File: src/hw/csrb_map.svh
// register indices, field positions and reset values of the core system register bank
// assumes inclusion by bare name; the byte address of a register is four times its index
`ifndef CSRB_MAP_SVH
`define CSRB_MAP_SVH

// ****************************************
// register indices (byte address = 4 * index)
// ****************************************
`define CSRB_IDX_FLAGS     4'h0
`define CSRB_IDX_SP        4'h2
`define CSRB_IDX_CLKMD     4'h3
`define CSRB_IDX_INTEN     4'h4
`define CSRB_IDX_INTRQ     4'h5
`define CSRB_IDX_INTCLR    4'h6

// ****************************************
// field positions
// ****************************************
`define CSRB_FLG_OV        2'd3
`define CSRB_FLG_AC        2'd2
`define CSRB_FLG_C         2'd1
`define CSRB_FLG_Z         2'd0
`define CSRB_FLG_HIGH_ONES 4'hf
`define CSRB_CMD_SEL_HI    3'd7
`define CSRB_CMD_SEL_LO    3'd5
`define CSRB_CMD_FAST_EN   3'd4
`define CSRB_CMD_TYPE      3'd3
`define CSRB_CMD_SLOW_EN   3'd2
`define CSRB_CMD_WDT_EN    3'd1
`define CSRB_CMD_PIN_FN    3'd0

// ****************************************
// reset values
// ****************************************
`define CSRB_RST_FLAGS     4'h0
`define CSRB_RST_SP        8'h00
`define CSRB_RST_CLKMD     8'he6
`define CSRB_RST_INTEN     8'h00
`define CSRB_RST_INTRQ     8'h00

`endif

File: src/hw/csrb_pkg.sv
// types shared by the core system register bank and its surroundings
// assumes nothing beyond a SystemVerilog compiler
package csrb_pkg;

  // one alu result: per-flag write enables and the new values
  typedef struct packed {
    logic ov_we;
    logic ac_we;
    logic c_we;
    logic z_we;
    logic ov;
    logic ac;
    logic c;
    logic z;
  } csrb_alu_upd_t;

  // decoded system clock choice
  typedef struct packed {
    logic       src_fast;
    logic [6:0] divide;
    logic       reserved_code;
  } csrb_clk_cfg_t;

  typedef enum logic [1:0] {
    CSRB_RESP_OKAY   = 2'b00,
    CSRB_RESP_SLVERR = 2'b10
  } csrb_resp_t;

endpackage

File: src/hw/csrb_top.sv
// core system register bank: alu flags, stack pointer, clock mode, interrupt enable/request
// assumes one clock aclk, synchronous active-low aresetn, an AXI4-Lite master and
// alu/core/peripheral strobes generated on aclk
`timescale 1ns/1ps
`include "csrb_map.svh"

module csrb_top #(
  parameter int ADDR_W = 6
) (
  input  wire logic                    aclk,
  input  wire logic                    aresetn,
  input  wire logic                    ce,
  // AXI4-Lite slave
  input  wire logic [ADDR_W-1:0]       s_axi_awaddr,
  input  wire logic                    s_axi_awvalid,
  output logic                         s_axi_awready,
  input  wire logic [31:0]             s_axi_wdata,
  input  wire logic [3:0]              s_axi_wstrb,
  input  wire logic                    s_axi_wvalid,
  output logic                         s_axi_wready,
  output logic [1:0]                   s_axi_bresp,
  output logic                         s_axi_bvalid,
  input  wire logic                    s_axi_bready,
  input  wire logic [ADDR_W-1:0]       s_axi_araddr,
  input  wire logic                    s_axi_arvalid,
  output logic                         s_axi_arready,
  output logic [31:0]                  s_axi_rdata,
  output logic [1:0]                   s_axi_rresp,
  output logic                         s_axi_rvalid,
  input  wire logic                    s_axi_rready,
  // core side
  input  wire csrb_pkg::csrb_alu_upd_t alu_upd,
  input  wire logic                    sp_core_we,
  input  wire logic [7:0]              sp_core_data,
  input  wire logic [7:0]              irq_event,
  output logic [7:0]                   alu_flags,
  output logic [7:0]                   stack_pointer,
  output csrb_pkg::csrb_clk_cfg_t      clk_cfg,
  output logic                         fast_internal_osc_en,
  output logic                         slow_internal_osc_en,
  output logic                         watchdog_en,
  output logic                         external_reset_pin_sel,
  output logic                         irq
);
  import csrb_pkg::*;

  if (ADDR_W < 6) begin : g_chk
    $error("ADDR_W must be at least 6 to reach all registers");
  end

  // ****************************************
  // reset images
  // ****************************************
  // bit-wide views of the packed reset words, so each per-bit flop takes one bit on purpose
  localparam logic [3:0] FLAGS_RST = `CSRB_RST_FLAGS;
  localparam logic [7:0] INTRQ_RST = `CSRB_RST_INTRQ;
  // the clock-mode outputs leave reset showing what the register itself resets to
  localparam logic [7:0] CLKMD_RST = `CSRB_RST_CLKMD;
  // ce low holds every flop below, bus handshakes included, so a frozen bank never answers

  // ****************************************
  // register state
  // ****************************************
  logic [3:0] flags_low;
  logic [7:0] sp;
  logic [7:0] clock_mode_control;
  logic [7:0] interrupt_enable_mask;
  logic [7:0] interrupt_request_flags;

  // ****************************************
  // write channel
  // ****************************************
  logic [ADDR_W-1:0] aw_addr;
  logic              aw_full;
  logic [7:0]        w_data;
  logic              w_lane0;
  logic              w_full;
  logic              aw_hs;
  logic              w_hs;
  logic              do_write;
  logic              next_aw_full;
  logic              next_w_full;
  logic [3:0]        wr_idx;
  logic              wr_hit;

  assign aw_hs        = s_axi_awvalid & s_axi_awready;
  assign w_hs         = s_axi_wvalid & s_axi_wready;
  // both halves are latched first so address and data may arrive in any order
  assign do_write     = aw_full & w_full & ~s_axi_bvalid;
  assign next_aw_full = (aw_full | aw_hs) & ~do_write;
  assign next_w_full  = (w_full | w_hs) & ~do_write;
  assign wr_idx       = aw_addr[5:2];

  // any address bit above the map turns the write into an error with no state change;
  // a shift is used so that the default width of 6 leaves nothing above to select
  always_comb begin
    wr_hit = 1'b0;
    if ((aw_addr >> 6) == '0) begin
      unique case (wr_idx)
        `CSRB_IDX_FLAGS, `CSRB_IDX_SP, `CSRB_IDX_CLKMD, `CSRB_IDX_INTEN,
        `CSRB_IDX_INTRQ, `CSRB_IDX_INTCLR: wr_hit = 1'b1;
        default:                           wr_hit = 1'b0;
      endcase
    end
  end

  always_ff @(posedge aclk) begin
    if (!aresetn) begin
      aw_full       <= 1'b0;
      w_full        <= 1'b0;
      aw_addr       <= '0;
      w_data        <= 8'h00;
      w_lane0       <= 1'b0;
      s_axi_awready <= 1'b0;
      s_axi_wready  <= 1'b0;
    end else if (ce) begin
      aw_full       <= next_aw_full;
      w_full        <= next_w_full;
      s_axi_awready <= ~next_aw_full;
      s_axi_wready  <= ~next_w_full;
      if (aw_hs) begin
        aw_addr <= s_axi_awaddr;
      end
      if (w_hs) begin
        w_data  <= s_axi_wdata[7:0];
        w_lane0 <= s_axi_wstrb[0];
      end
    end
  end

  // the response waits for bready; no further write is performed until it is taken
  always_ff @(posedge aclk) begin
    if (!aresetn) begin
      s_axi_bvalid <= 1'b0;
      s_axi_bresp  <= CSRB_RESP_OKAY;
    end else if (ce) begin
      if (do_write) begin
        s_axi_bvalid <= 1'b1;
        s_axi_bresp  <= wr_hit ? CSRB_RESP_OKAY : CSRB_RESP_SLVERR;
      end else if (s_axi_bready) begin
        s_axi_bvalid <= 1'b0;
      end
    end
  end

  // only lane 0 carries a register byte; a write without it is answered and dropped
  logic sw_wr;
  assign sw_wr = do_write & wr_hit & w_lane0;

  // ****************************************
  // alu status flags
  // ****************************************
  logic [3:0] hw_we;
  logic [3:0] hw_val;
  assign hw_we  = {alu_upd.ov_we, alu_upd.ac_we, alu_upd.c_we, alu_upd.z_we};
  assign hw_val = {alu_upd.ov, alu_upd.ac, alu_upd.c, alu_upd.z};

  // the alu retires flags in the same cycle software may write them; the alu wins
  for (genvar b = 0; b < 4; b++) begin : g_flag
    always_ff @(posedge aclk) begin
      if (!aresetn) begin
        flags_low[b] <= FLAGS_RST[b];
      end else if (ce) begin
        if (hw_we[b]) begin
          flags_low[b] <= hw_val[b];
        end else if (sw_wr && wr_idx == `CSRB_IDX_FLAGS) begin
          flags_low[b] <= w_data[b];
        end
      end
    end
  end

  // ****************************************
  // stack pointer
  // ****************************************
  // core push/pop moves the pointer; a software write in the same cycle loses
  always_ff @(posedge aclk) begin
    if (!aresetn) begin
      sp <= `CSRB_RST_SP;
    end else if (ce) begin
      if (sp_core_we) begin
        sp <= sp_core_data;
      end else if (sw_wr && wr_idx == `CSRB_IDX_SP) begin
        sp <= w_data;
      end
    end
  end

  // ****************************************
  // clock mode and interrupt enables
  // ****************************************
  always_ff @(posedge aclk) begin
    if (!aresetn) begin
      clock_mode_control <= `CSRB_RST_CLKMD;
    end else if (ce && sw_wr && wr_idx == `CSRB_IDX_CLKMD) begin
      clock_mode_control <= w_data;
    end
  end

  always_ff @(posedge aclk) begin
    if (!aresetn) begin
      interrupt_enable_mask <= `CSRB_RST_INTEN;
    end else if (ce && sw_wr && wr_idx == `CSRB_IDX_INTEN) begin
      interrupt_enable_mask <= w_data;
    end
  end

  // ****************************************
  // interrupt requests
  // ****************************************
  // bit order, msb first: counter3/pulse_gen_2, counter2, pulse_gen_0, comparator/pulse_gen_1,
  // converter, sixteen_bit_counter overflow, port_b_line0/port_a_line4,
  // port_a_line0/port_b_line5
  logic [7:0] sw_clear;
  always_comb begin
    sw_clear = 8'h00;
    if (sw_wr && wr_idx == `CSRB_IDX_INTRQ) begin
      sw_clear = ~w_data;
    end else if (sw_wr && wr_idx == `CSRB_IDX_INTCLR) begin
      sw_clear = w_data;
    end
  end

  for (genvar i = 0; i < 8; i++) begin : g_req
    always_ff @(posedge aclk) begin
      if (!aresetn) begin
        interrupt_request_flags[i] <= INTRQ_RST[i];
      end else if (ce) begin
        if (irq_event[i]) begin
          interrupt_request_flags[i] <= 1'b1;
        end else if (sw_clear[i]) begin
          interrupt_request_flags[i] <= 1'b0;
        end
      end
    end
  end

  // irq trails the request bits by one cycle; an event beside a clear keeps it high,
  // since the set wins at the request bit itself
  always_ff @(posedge aclk) begin
    if (!aresetn) begin
      irq <= 1'b0;
    end else if (ce) begin
      irq <= |(interrupt_request_flags & interrupt_enable_mask);
    end
  end

  // ****************************************
  // read channel
  // ****************************************
  logic       ar_hs;
  logic       next_rvalid;
  logic [3:0] rd_idx;
  logic [7:0] rd_byte;
  logic       rd_hit;

  assign ar_hs       = s_axi_arvalid & s_axi_arready;
  assign next_rvalid = ar_hs | (s_axi_rvalid & ~s_axi_rready);
  // the index is decoded straight from the bus, so the data is latched at the taking edge
  // and a register that changes later does not alter a read already answered
  assign rd_idx      = s_axi_araddr[5:2];

  always_comb begin
    rd_byte = 8'h00;
    rd_hit  = 1'b0;
    if ((s_axi_araddr >> 6) == '0) begin
      rd_hit = 1'b1;
      unique case (rd_idx)
        `CSRB_IDX_FLAGS:  rd_byte = {`CSRB_FLG_HIGH_ONES, flags_low};
        `CSRB_IDX_SP:     rd_byte = sp;
        `CSRB_IDX_CLKMD:  rd_byte = clock_mode_control;
        `CSRB_IDX_INTEN:  rd_byte = interrupt_enable_mask;
        `CSRB_IDX_INTRQ:  rd_byte = interrupt_request_flags;
        `CSRB_IDX_INTCLR: rd_byte = 8'h00;
        default:          rd_hit  = 1'b0;
      endcase
    end
  end

  always_ff @(posedge aclk) begin
    if (!aresetn) begin
      s_axi_arready <= 1'b0;
      s_axi_rvalid  <= 1'b0;
      s_axi_rdata   <= 32'h0000_0000;
      s_axi_rresp   <= CSRB_RESP_OKAY;
    end else if (ce) begin
      s_axi_arready <= ~next_rvalid;
      s_axi_rvalid  <= next_rvalid;
      if (ar_hs) begin
        s_axi_rdata <= {24'h00_0000, rd_byte};
        s_axi_rresp <= rd_hit ? CSRB_RESP_OKAY : CSRB_RESP_SLVERR;
      end
    end
  end

  // ****************************************
  // clock mode decode
  // ****************************************
  csrb_clk_cfg_t next_clk_cfg;
  logic [2:0]    sel;
  assign sel = clock_mode_control[`CSRB_CMD_SEL_HI:`CSRB_CMD_SEL_LO];

  // a reserved code keeps the last legal clock so the core never loses its clock
  always_comb begin
    next_clk_cfg               = clk_cfg;
    next_clk_cfg.reserved_code = 1'b0;
    if (!clock_mode_control[`CSRB_CMD_TYPE]) begin
      unique case (sel)
        3'h0:    next_clk_cfg = '{src_fast: 1'b1, divide: 7'h04, reserved_code: 1'b0};
        3'h1:    next_clk_cfg = '{src_fast: 1'b1, divide: 7'h02, reserved_code: 1'b0};
        3'h6:    next_clk_cfg = '{src_fast: 1'b0, divide: 7'h04, reserved_code: 1'b0};
        3'h7:    next_clk_cfg = '{src_fast: 1'b0, divide: 7'h01, reserved_code: 1'b0};
        default: next_clk_cfg.reserved_code = 1'b1;
      endcase
    end else begin
      unique case (sel)
        3'h0:    next_clk_cfg = '{src_fast: 1'b1, divide: 7'h10, reserved_code: 1'b0};
        3'h1:    next_clk_cfg = '{src_fast: 1'b1, divide: 7'h08, reserved_code: 1'b0};
        3'h2:    next_clk_cfg = '{src_fast: 1'b0, divide: 7'h10, reserved_code: 1'b0};
        3'h3:    next_clk_cfg = '{src_fast: 1'b1, divide: 7'h20, reserved_code: 1'b0};
        3'h4:    next_clk_cfg = '{src_fast: 1'b1, divide: 7'h40, reserved_code: 1'b0};
        default: next_clk_cfg.reserved_code = 1'b1;
      endcase
    end
  end

  always_ff @(posedge aclk) begin
    if (!aresetn) begin
      clk_cfg                <= '{src_fast: 1'b0, divide: 7'h01, reserved_code: 1'b0};
      fast_internal_osc_en   <= CLKMD_RST[`CSRB_CMD_FAST_EN];
      slow_internal_osc_en   <= CLKMD_RST[`CSRB_CMD_SLOW_EN];
      watchdog_en            <= CLKMD_RST[`CSRB_CMD_WDT_EN] & CLKMD_RST[`CSRB_CMD_SLOW_EN];
      external_reset_pin_sel <= CLKMD_RST[`CSRB_CMD_PIN_FN];
      alu_flags              <= {`CSRB_FLG_HIGH_ONES, `CSRB_RST_FLAGS};
      stack_pointer          <= `CSRB_RST_SP;
    end else if (ce) begin
      clk_cfg                <= next_clk_cfg;
      fast_internal_osc_en   <= clock_mode_control[`CSRB_CMD_FAST_EN];
      slow_internal_osc_en   <= clock_mode_control[`CSRB_CMD_SLOW_EN];
      // the watchdog counts on the slow oscillator, so it stops with it
      watchdog_en            <= clock_mode_control[`CSRB_CMD_WDT_EN] &
                                clock_mode_control[`CSRB_CMD_SLOW_EN];
      external_reset_pin_sel <= clock_mode_control[`CSRB_CMD_PIN_FN];
      alu_flags              <= {`CSRB_FLG_HIGH_ONES, flags_low};
      stack_pointer          <= sp;
    end
  end

endmodule

File: config.mk
export PLATFORM = sky130hd
export DESIGN_NAME = csrb_top
export DESIGN_NICKNAME = d
export VERILOG_FILES = /design/src/hw/csrb_pkg.sv /design/src/hw/csrb_top.sv
export VERILOG_INCLUDE_DIRS = /design/src /design/src/hw
export SDC_FILE = /design/constraint.sdc
export NUM_CORES = 1
export LEC_CHECK = 0
export BUFFER_PORTS_ARGS = -buffer_cell sky130_fd_sc_hd__buf_2
export CORE_MARGIN = 5
export CORE_UTILIZATION = 48
export DETAILED_ROUTE_END_ITERATION = 10
export GPL_ROUTABILITY_DRIVEN = 0
export PLACE_DENSITY = 0.77
export SYNTH_ARGS = -nofsm -noshare
export SYNTH_HDL_FRONTEND = slang
export SYNTH_SLANG_ARGS = --single-unit
File: constraint.sdc
create_clock -name aclk -period 2.2 [get_ports aclk]
set_input_delay 0.44 -clock aclk [delete_from_list [all_inputs] [get_ports aclk]]
set_output_delay 0.44 -clock aclk [all_outputs]
set_load 0.02 [all_outputs]
---- Yosys cells after proc, flatten, opt, wreduce, memory -nomap -nowiden ----
Index checks and enable logic that the tools add are counted.
word-level totals
  register bits ........................... 96
  latch bits .............................. 0
  RAM bits ................................ 0
  bits in read-only memories .............. 0
  input bits .............................. 81
  logic and storage cells ................. 166
  memories kept ........................... 0
cells by class
  $add $sub $neg .......................... 0
  multiply operators ...................... 0
  divide/modulo/power cells ............... 0
  $lt $le $gt $ge ......................... 0
  eq/ne operators ......................... 17
  shift-type cells ........................ 0
  mux-type cells .......................... 40
  bitwise logic cells ..................... 22
  reductions and logical operators ........ 49
operators by type and width
  operator                                        count
  case mux 8 bit (5 select lines)                 2
  AND reduction 2 bit                             18
  2-to-1 mux 8 bit                                4
  case mux 8 bit (4 select lines)                 1
  2-to-1 mux 1 bit                                30
  nonzero test 2 bit                              14
  == test 4 x 3 -> 1 bit (second input constant)  6
  == test 4 x 2 -> 1 bit (second input constant)  4
  OR reduction 6 bit                              2
  AND 1 bit                                       11
  == test 3 bit (second input constant)           3
  2-to-1 mux 9 bit                                1
  AND 8 bit                                       1
  zero test 4 bit                                 2
  inverter 8 bit                                  1
  OR reduction 8 bit                              1
  logical AND 1 bit                               7
  == test 3 x 2 -> 1 bit (second input constant)  2
  != test 6 x 1 -> 1 bit (second input constant)  1
  inverter 1 bit                                  6
  nonzero test 5 bit                              1
  OR reduction 5 bit                              1
  2-to-1 mux 2 bit                                2
  OR reduction 4 bit                              1
  other kinds (4)                                 6

---- Logic depth before layout (Yosys ltp) ----
Gate-level depths: netlist (run 1).
  depth after elaboration ................. 10
  mapped depth ............................ 7

---- Worst setup path before layout (run 1) ----
OpenSTA, ideal clock, no wires.
  path kind ............................... reg-to-reg
  start point ............................. reg aw_addr[5]
  end point ............................... reg clock_mode_control[5]
  setup time .............................. 0.127 ns
  arrival ................................. 1.720 ns
  slack ................................... 0.353 ns
  stages on the path, launching flop included .. 8
  buffers on the path ..................... 3
  clock period less this slack ............ 1.847 ns
  cell sequence ........................... dfxtp_1 > or3b_1 > buf_2 > or4_4 > buf_6 > buf_6 > mux2i_1 > nand2_1
on the way
  cells in the longest elaborated chain, start to end .. 7
  elaborated cells on any way between the ends .. 12
RTL lines
  what                                                  line             source
  from (decl)                                           csrb_top.sv:73   logic [ADDR_W-1:0] aw_addr;
  from (signal assigned)                                csrb_top.sv:122  aw_addr <= s_axi_awaddr;
  == test 4 x 2 -> 1 bit, or another cell as far along  csrb_top.sv:99   unique case (wr_idx)
  OR reduction 6 bit                                    csrb_top.sv:99
  2-to-1 mux 1 bit                                      csrb_top.sv:99
  AND 1 bit (2 in a row)                                csrb_top.sv:148  assign sw_wr = do_write & wr_hit & w_lane0;
  logical AND 1 bit                                     csrb_top.sv:195  end else if (ce && sw_wr && wr_idx == `CSRB_IDX_CLKMD) begin
  logical AND 1 bit (no line) *                         --
  to (signal assigned)                                  csrb_top.sv:194  clock_mode_control <= `CSRB_RST_CLKMD;
  to (signal assigned)                                  csrb_top.sv:196  clock_mode_control <= w_data;
  to (decl)                                             csrb_top.sv:66   logic [7:0] clock_mode_control;
Mark *: on every way between the ends. The rest lies on a longest branch, timed or not.
A chain may end at the register's enable or synchronous reset.

---- Worst setup path in the final report (run 1) ----
  start point ............................. reg aw_addr[5]
  end point ............................... reg sp[5]
on the way
  cells in the longest elaborated chain, start to end .. 8
  elaborated cells on any way between the ends .. 13
RTL lines
  what                                                  line             source
  == test 4 x 2 -> 1 bit, or another cell as far along  csrb_top.sv:99
  OR reduction 6 bit                                    csrb_top.sv:99
  2-to-1 mux 1 bit                                      csrb_top.sv:99
  AND 1 bit (2 in a row)                                csrb_top.sv:148
  logical AND 1 bit (no line) *                         --
  nonzero test 2 bit (no line) *                        --
  AND reduction 2 bit (no line) *                       --
  to (signal assigned)                                  csrb_top.sv:179  sp <= `CSRB_RST_SP;
  to (signal assigned)                                  csrb_top.sv:182  sp <= sp_core_data;
  to (signal assigned)                                  csrb_top.sv:184  sp <= w_data;
  to (decl)                                             csrb_top.sv:65   logic [7:0] sp;
Marks and branches as above.

==> impl_metrics.ini, run 1 <==
[timing]
skew_ns = 0.0183
fmax_ghz = 0.521
whs_ns = 0.307
setup_viol = 0
relSlewSlack_pct = 53.3
fin_crit_ns = 1.92
hold_violations = 0
finalCritPeriodShare_pct = 87.2
finalSetupTns_ns = 0
tightest_slew_ns = 0.690
final_max_slew_viol_count = 0
rsz0062_at_grt = no

[worst_setup_path]
worstSetupPathType = flop to flop
critical_path_arrival_ns = 2.17
required_ns = 2.45
endpoint_kind = flop
cp_max_fo = 8
start_kind = flop

[power]
p_leak_nw = 2.20
peakVddDrop_mv = 0.391
power_density_nw_per_um2 = 664

[final_layout]
syn2layout_area_growth_pct = 13.5
regArea_sq_um = 1840
fill_cells = 845
antennaDiodeCount = 0
nets = 689
drive_above_1_share_pct = 19.6
multi_input_area_sq_um = 2220
postLayoutCellArea_sq_um = 4990

[yosys]
postSynthCellCount = 538
synth_xor_area_share_pct = 0.996
avgSynthCellArea_sq_um = 8.17
synth_flop_cell = dfxtp_1
synth_edf_count = 0
synth_fa_ha_area_share_pct = 0
yosys_warnings = 0
post_synth_instance_area_sq_um = 4400
synth_top_family_by_area = compound AO/OA/AOI/OAI gates
synthMuxAreaShare_pct = 7.74
async_reset_ff_share_pct = 0
synth_compound_area_share_pct = 20.9
synth_cell_types = 54
seq_area_frac_synth_pct = 41.9
synthSimpleGateAreaFrac_pct = 18.3
synth_seq_cells = 92

[cts]
postCtsSetupRepairBufs = 0
hold_buffers = 0
cts_resized = 0
clkLatencyLatePin_ns = 0.37
clockBufferDepth = 2
clkSinkCount = 92
clkTransAtPathRegs_ns = 0.09
cts_tree = built
h-tree-depth = 3
cts_buffers = 9
root_buffer = clkbuf_8

[floorplanning]
fp.dieW_um = 106
num_rows = 35
core_area_sq_um = 9060
ioPinCount = 152
initial_core_util_pct = 48.5
die_h_um = 106
die_area_sq_um = 11200

[global_route]
grt_max_degree = 56
grt_util_met1_pct = 26.6
top_usage_layer = met2
antenna_found_initial = 0
grt_pass1_vias = 3774
grtUsageMet2_pct = 33.1
grt_use_total_pct = 20.2
use_met3_pct = 4.35
grt_pass1_wl_um = 18400
globalRouteOverflowTotal = 0

[worst_hold_path]
hold_class = input pin to flop

[place]
portBuffers = 90
post_dp_cell_area_sq_um = 4790
hpwl_um = 8500

[flow_run]
maxCapViolCount = 0

[drt]
route.detailed.drc = 0
dr.pass1.iters = 5
routed_via_density = 5.49
detail-route-antenna-nets = 0
drt_iter0_markers = 284
routedWlPerCell_um = 15.7
totalWireLength_um = 11400
via_count = 3975

[run_status]
status = completed
[through the flow]
| step | setup WS (ns) | util, % | total power [W] | std cells |
|---|---|---|---|---|
| after floorplan | 0.353 | - | 0.00208 | 566 |
| after global placement | 0.346 | 52.8 | 0.00217 | 708 |
| after detailed placement | 0.308 | 52.8 | 0.00218 | 708 |
| after CTS | 0.293 | 55.0 | 0.00332 | 724 |
| after global routing | 0.215 | 55.0 | 0.00343 | 724 |
| final | 0.281 | 55.0 | 0.00331 | 724 |
[metal layers]
layer	wire, um	share of wire, %
met1	5140	45
met2	5310	47
met3	749	6.6
met4	187	1.6
met5	0	0
[layout make-up]
cell class	count	area share, %
Clock buffer	11	2.83
Clock inverter	5	1.20
Inverter	14	1.05
Multi-Input combinational cell	392	44.6
Sequential cell	92	36.9
Tap cell	111	2.78
Timing Repair Buffer	99	10.6
[power breakdown]
| part | internal, W | total, W | switching (W) |
|---|---|---|---|
| registers | 0.00172 | 0.00177 | 0.0000526 |
| clock network | 0.000561 | 0.00117 | 0.000605 |
| logic | 0.000133 | 0.000375 | 0.000242 |
| total | 0.00241 | 0.00331 | 0.000899 |
[cell families after synthesis]
group	Yosys count
other cells	2
xor+xnor	5
compound gates	149
buf+inv	82
flops	92
simple gates	174
mux	34
[sequential cells by signal (all words and copies together), names as in the netlist, 4 cells and up]
name and cells:
alu_flags 4, clk_cfg 9, clock_mode_control 8, w_data 8, s_axi_rdata 8, interrupt_enable_mask 8, aw_addr 4, interrupt_request_flags 8
sp 8, flags_low 4, stack_pointer 8
[synth_stat cells, types with 3 or more instances]
cell type	count	area share, %
dfxtp_1	92	42
nand2_1	72	6.1
a21oi_1	47	5.4
nor2_1	46	3.9
o21ai_0	46	5.2
mux2i_1	34	7.7
buf_4	30	5.1
clkbuf_1	27	2.3
nand3_1	16	1.8
inv_1	14	1.2
a22oi_1	11	1.9
nor2b_1	9	1.3
buf_1	8	0.68
a22o_1	7	1.4
nand3b_1	7	1.2
and3_1	5	0.71
o221ai_1	5	1.0
xnor2_1	5	1.0
a311oi_1	4	0.80
o22ai_1	4	0.57
o31ai_1	4	0.68
a211oi_1	3	0.51
a31oi_1	3	0.43
[worst max-delay path: stages, from the launching register on]
cell     delay, ns
dfxtp_1       0.35
or3b_1        0.51
or4_1         0.69
o22ai_1       0.20
nor2_1        0.06
[placed cells by master (no fill, tap or decap), drive strengths merged, types with 3 or more instances in the layout]
cell type  count
o22ai          4
a31oi          3
a311oi         4
buf           99
dfxtp         92
nor2b          9
clkbuf        11
nor2          46
a21oi         47
nand3b         7
inv           15
nand3         16
a211oi         3
o31ai          5
and3           5
o21ai         47
a22o           7
conb          30
nand2         72
xnor2          5
o221ai         5
mux2i         34
a22oi         11
[worst paths after layout]
check	startpoint	slack (ns)	to	depth (start not counted)
worst min-delay path	s_axi_wstrb[0]	0.31	w_lane0	3
worst max-delay path	aw_addr[5]	0.28	sp[5]	4
worst min register to register	s_axi_rdata[5]	0.46	s_axi_rdata[5]	2
worst max register to register	aw_addr[5]	0.28	sp[5]	4
Power figures use the tool's default switching activity.
==> inputs of run 2 (changes only) <==
--- a/config.mk
+++ b/config.mk
@@ -11,6 +11,7 @@
 export CORE_UTILIZATION = 48
 export DETAILED_ROUTE_END_ITERATION = 10
 export GPL_ROUTABILITY_DRIVEN = 0
+export GPL_TIMING_DRIVEN = 0
 export PLACE_DENSITY = 0.77
 export SYNTH_ARGS = -nofsm -noshare
 export SYNTH_HDL_FRONTEND = slang
==> constraint.sdc (replaced) <==
create_clock -name aclk -period 1.9 [get_ports aclk]
set_input_delay 0.38 -clock aclk [delete_from_list [all_inputs] [get_ports aclk]]
set_output_delay 0.38 -clock aclk [all_outputs]
set_load 0.02 [all_outputs]
==> run 2 against run 1 <==
Net effect: count of clock-buffer cells in the layout is 1 lower; critical path depth increased by 1; sequential share of layout area fell by 2.2 points; clock skew down 0.011 ns; non-clock buffer count grew 55; power grew 22%; clock power increased by 26%; first-iteration DRC count rose by 23%.
==> impl_metrics.ini, run 2 (same netlist as run 1, synthesis figures left out) <==
[run_status]
status = completed

[cts]
clkLatencyLatePin_ns = 0.36
clockBufferDepth = 2
root_buffer = clkbuf_8
clkSinkCount = 92
h-tree-depth = 3
cts_tree = built
hold_buffers = 0
cts_buffers = 9
clkTransAtPathRegs_ns = 0.09

[final_layout]
stdcell_count = 779
regMostFlops = clk_cfg
largest_register_ffs = 9
drive_above_1_share_pct = 22.2
final_cell_mix = 89 x dfxtp_1, 87 x buf_2, 72 x nand2_1, 47 x a21oi_1
nets = 744
antennaDiodeCount = 0
fill_cells = 842
final_common_cell = dfxtp_1
syn2layout_area_growth_pct = 20.9

[worst_hold_path]
hold_depth = 3
hold_class = input pin to flop
hold_end = w_data[1]
min-delay-start = s_axi_wdata[1]

[timing]
worst_slack_ns = 0.0689
finalCritPeriodShare_pct = 96.4
fin_crit_ns = 1.83
skew_ns = 0.00701
fmax_ghz = 0.546
tightest_slew_ns = 0.821
rsz0062_at_grt = no
setup_viol = 0
final_max_slew_viol_count = 0
finalSetupTns_ns = 0
relSlewSlack_pct = 45.3
hold_violations = 0

[power]
p_comb_share_pct = 12.5
pwr-share-seq_pct = 51.0
p_leak_nw = 2.37
p_int_w = 0.00296
p_sw_w = 0.00106
swShare_pct = 26.4
fin_total_pwr_w = 0.00403
power.share.clock_pct = 36.5
peakVddDrop_mv = 0.453
power_density_nw_per_um2 = 757

[floorplanning]
fp.dieW_um = 106
num_rows = 35
ioPinCount = 152
die_area_sq_um = 11200
die_h_um = 106
initial_core_util_pct = 48.5
core_area_sq_um = 9060

[global_route]
grt_max_degree = 16
antenna_found_initial = 0
grt_pass1_vias = 4256
globalRouteOverflowTotal = 0
grt_pass1_wl_um = 20900
grt_use_total_pct = 23.3

[place]
dp_slack_ns = -0.238
dp.cells = 764
hpwl_um = 9890
portBuffers = 87

[drt]
routed_via_density = 5.54
detail-route-antenna-nets = 0
drt_iter0_markers = 349
routedWlPerCell_um = 16.5
dr.pass1.iters = 6
totalWireLength_um = 12800
route.detailed.drc = 0
via_count = 4319

[worst_setup_path]
worstSetupPathType = flop to flop
reg2reg_slack_ns = 0.07
crit_chain = or3b_1, buf_6, or4_4, mux2i_1, nand2_1
endpoint_kind = flop
cp_max_fo = 12
critPathMaxStageDelay_ns = 0.59
required_ns = 2.13
reg2reg_depth = 5
cp_num_buf_inv = 1
rr_endpoint = clock_mode_control[2]
critical_path_arrival_ns = 2.06
worst_path_max_delay_cell = or4_4
r2r-start = aw_addr[5]
crit_family = simple AND/OR/NAND/NOR gates
start_kind = flop

[flow_run]
maxCapViolCount = 0
[run 2: cell count changes in the layout (fill, tap and decap cells not counted), sizes merged]
| cell | previous run | this run |
|---|---|---|
| buf | 99 | 129 |
| bufinv | 1 | 2 |
| clkbuf | 11 | 35 |
[run 2: worst max-delay path by stage]
stage	depth (start not counted)	startpoint	end
final	5	aw_addr[5]	clock_mode_control[2]
after global routing	5	aw_addr[5]	clock_mode_control[5]
after CTS	6	aw_addr[5]	sp[5]
after detailed placement	6	ce	aw_addr[5]
after global placement	6	ce	aw_addr[4]
after floorplan	7	aw_addr[5]	clock_mode_control[5]
[run 2: what timing repair did]
item / 4_1_cts / 5_1_grt
setup buffers: 3 / 0
endpoints found under the hold margin: 0 / 0
endpoints found under the setup margin: 8 / 30
gates resized for setup: 5 / 4
pin swaps: 1 / 0
[run 2: cell type report]
class / count / area (sq um) / share of cell area, %
Multi-Input combinational cell: 392 / 2240 / 42.1
Sequential cell: 92 / 1850 / 34.7
Timing Repair Buffer: 90 / 458 / 8.61
Buffer: 64 / 362 / 6.80
Tap cell: 111 / 139 / 2.61
Clock buffer: 10 / 138 / 2.59
Clock inverter: 6 / 86.3 / 1.62
Inverter: 14 / 52.6 / 0.988
[run 2: worst min-delay path: cells and delay by family]
family | cells | cell delay (ns)
AO/OA/AOI/OAI | 1 | 0.05
buffers and inverters | 1 | 0.09
AND/OR/NAND/NOR | 1 | 0.04
[run 2: routing by layer]
metal | GRT usage, % | vias to the layer above | share of wire, %
met3 | 5.63 | 39 | 9.2
li1 | - | 2083 | -
met5 | 0 | - | 0
met4 | 9.34 | 0 | 3.0
met1 | 28.4 | 1958 | 41
met2 | 39.4 | 239 | 47
[run 2: power by group through the flow]
stage | clock network (W) | registers, W | logic, W
after floorplan | 0 | 0.00210 | 0.000310
after global placement | 0 | 0.00209 | 0.000479
after detailed placement | 0 | 0.00209 | 0.000489
after CTS | 0.00149 | 0.00205 | 0.000494
after global routing | 0.00158 | 0.00206 | 0.000548
final | 0.00147 | 0.00205 | 0.000503
[run 2: stage by stage]
stage | area, sq um | hold slack [ns] | utilization, %
floorplan | 4500 | 0.440 | -
global placement | 5080 | 0.445 | 56.0
detailed placement | 5080 | 0.447 | 56.0
CTS | 5320 | 0.235 | 58.7
global route | 5320 | 0.241 | 58.6
finish | 5320 | 0.250 | 58.6
==> inputs of run 3 (changes only) <==
--- a/config.mk
+++ b/config.mk
@@ -12,7 +12,9 @@
 export DETAILED_ROUTE_END_ITERATION = 10
 export GPL_ROUTABILITY_DRIVEN = 0
 export GPL_TIMING_DRIVEN = 0
+export MAX_ROUTING_LAYER = met4
 export PLACE_DENSITY = 0.77
+export RECOVER_POWER = 100
 export SYNTH_ARGS = -nofsm -noshare
 export SYNTH_HDL_FRONTEND = slang
 export SYNTH_SLANG_ARGS = --single-unit
==> run 3 against run 2 <==
Net effect: combinational power down 2%; sequential share of layout area rose by 0.37 points; power is 0.22% higher; first-iteration DRC count is 4.6% lower; sequential cell count unchanged; global-route usage is 0.62 points higher; clock power about the same; final cell count unchanged; sequential power about the same; via count down 1.1%.
==> impl_metrics.ini, run 3 (same netlist as run 1, synthesis figures left out) <==
[place]
hpwl_um = 9890
portBuffers = 87
dp.cells = 764
dp_slack_ns = -0.238

[power]
peakVddDrop_mv = 0.461
p_leak_nw = 2.20
power_density_nw_per_um2 = 767

[floorplanning]
core_area_sq_um = 9060
ioPinCount = 152
die_area_sq_um = 11200
initial_core_util_pct = 48.5
fp.dieW_um = 106
num_rows = 35
die_h_um = 106

[global_route]
grt_pass1_vias = 4259
grt_max_degree = 16
grt_pass1_wl_um = 20900
antenna_found_initial = 0
grt_use_total_pct = 23.9
globalRouteOverflowTotal = 0

[cts]
cts_buffers = 9
cts_tree = built
hold_buffers = 0
clkSinkCount = 92
clkTransAtPathRegs_ns = 0.09
h-tree-depth = 3
clockBufferDepth = 2
root_buffer = clkbuf_8
clkLatencyLatePin_ns = 0.36

[drt]
dr.pass1.iters = 6
route.detailed.drc = 0
via_count = 4271
routedWlPerCell_um = 16.6
drt_iter0_markers = 333
totalWireLength_um = 12900
routed_via_density = 5.48
detail-route-antenna-nets = 0

[worst_setup_path]
critical_path_arrival_ns = 2.08
required_ns = 2.14
cp_max_fo = 12
endpoint_kind = flop
start_kind = flop
worstSetupPathType = flop to flop

[final_layout]
nets = 744
regMostFlops = clk_cfg
final_cell_mix = 90 x dfxtp_1, 72 x clkbuf_1, 72 x nand2_1, 47 x a21oi_1, 47 x o21ai_0
syn2layout_area_growth_pct = 19.6
antennaDiodeCount = 0
drive_above_1_share_pct = 15.6
stdcell_count = 779
largest_register_ffs = 9
final_common_cell = dfxtp_1

[timing]
relSlewSlack_pct = 43.5
worst_slack_ns = 0.0625
tightest_slew_ns = 0.836
rsz0062_at_grt = no
skew_ns = 0.00951
fmax_ghz = 0.544
hold_violations = 0
setup_viol = 0
finalCritPeriodShare_pct = 96.7
final_max_slew_viol_count = 0
fin_crit_ns = 1.84

[run_status]
status = completed

[flow_run]
maxCapViolCount = 0

[worst_hold_path]
hold_class = input pin to flop
## run 3: timing repair
action | in CTS | in global routing
buffers inserted | 3 | 0
setup endpoints to repair | 8 | 30
resized for setup | 5 | 4
pin swaps | 1 | 0
## run 3: area by class of cell
class                   count  area (sq um)
multi-input cells         392          2240
clock buffers              10           138
repair buffers             90           399
flip-flops and latches     92          1840
clock inverters             6          86.3
fillers                   869          3810
well taps                 111           139
plain buffers              64           362
inverters                  14          52.6
## run 3: worst paths after layout
| kind | slack, ns | endpoint | start | cells after the start |
|---|---|---|---|---|
| min reg2reg | 0.46 | s_axi_rdata[5] | s_axi_rdata[5] | 2 |
| max reg2reg | 0.06 | clock_mode_control[2] | aw_addr[5] | 5 |
| min | 0.24 | w_lane0 | s_axi_wstrb[0] | 3 |
| max | 0.06 | clock_mode_control[2] | aw_addr[5] | 5 |
## run 3: stage by stage
stage	utilization, %	hold WS [ns]	instance area [sq um]	TNS (ns)	power, W
floorplan	-	0.440	4500	0	0.00241
global placement	56.0	0.445	5080	-5.27	0.00257
detailed placement	56.0	0.447	5080	-6.51	0.00258
CTS	58.7	0.235	5320	0	0.00404
global route	58.0	0.241	5260	0	0.00418
finish	58.0	0.243	5260	0	0.00403
## run 3: metal layers
metal	vias up	track usage (%)	share of wire (%)
met5	-	-	0
met4	0	9.34	3.3
met3	37	5.21	8.8
met2	228	39.3	46
met1	1926	28.7	42
li1	2080	-	-
## run 3: power by group
part,internal [W],switching (W)
logic,0.000187,0.000307
registers,0.00199,0.0000635
clock network,0.000777,0.000709
## run 3: critical path: stages (launching register included)
cell and delay (ns):
dfxtp_2 0.35, or3b_1 0.36, buf_6 0.14, or4_4 0.59, mux2i_1 0.20, nand2_1 0.07
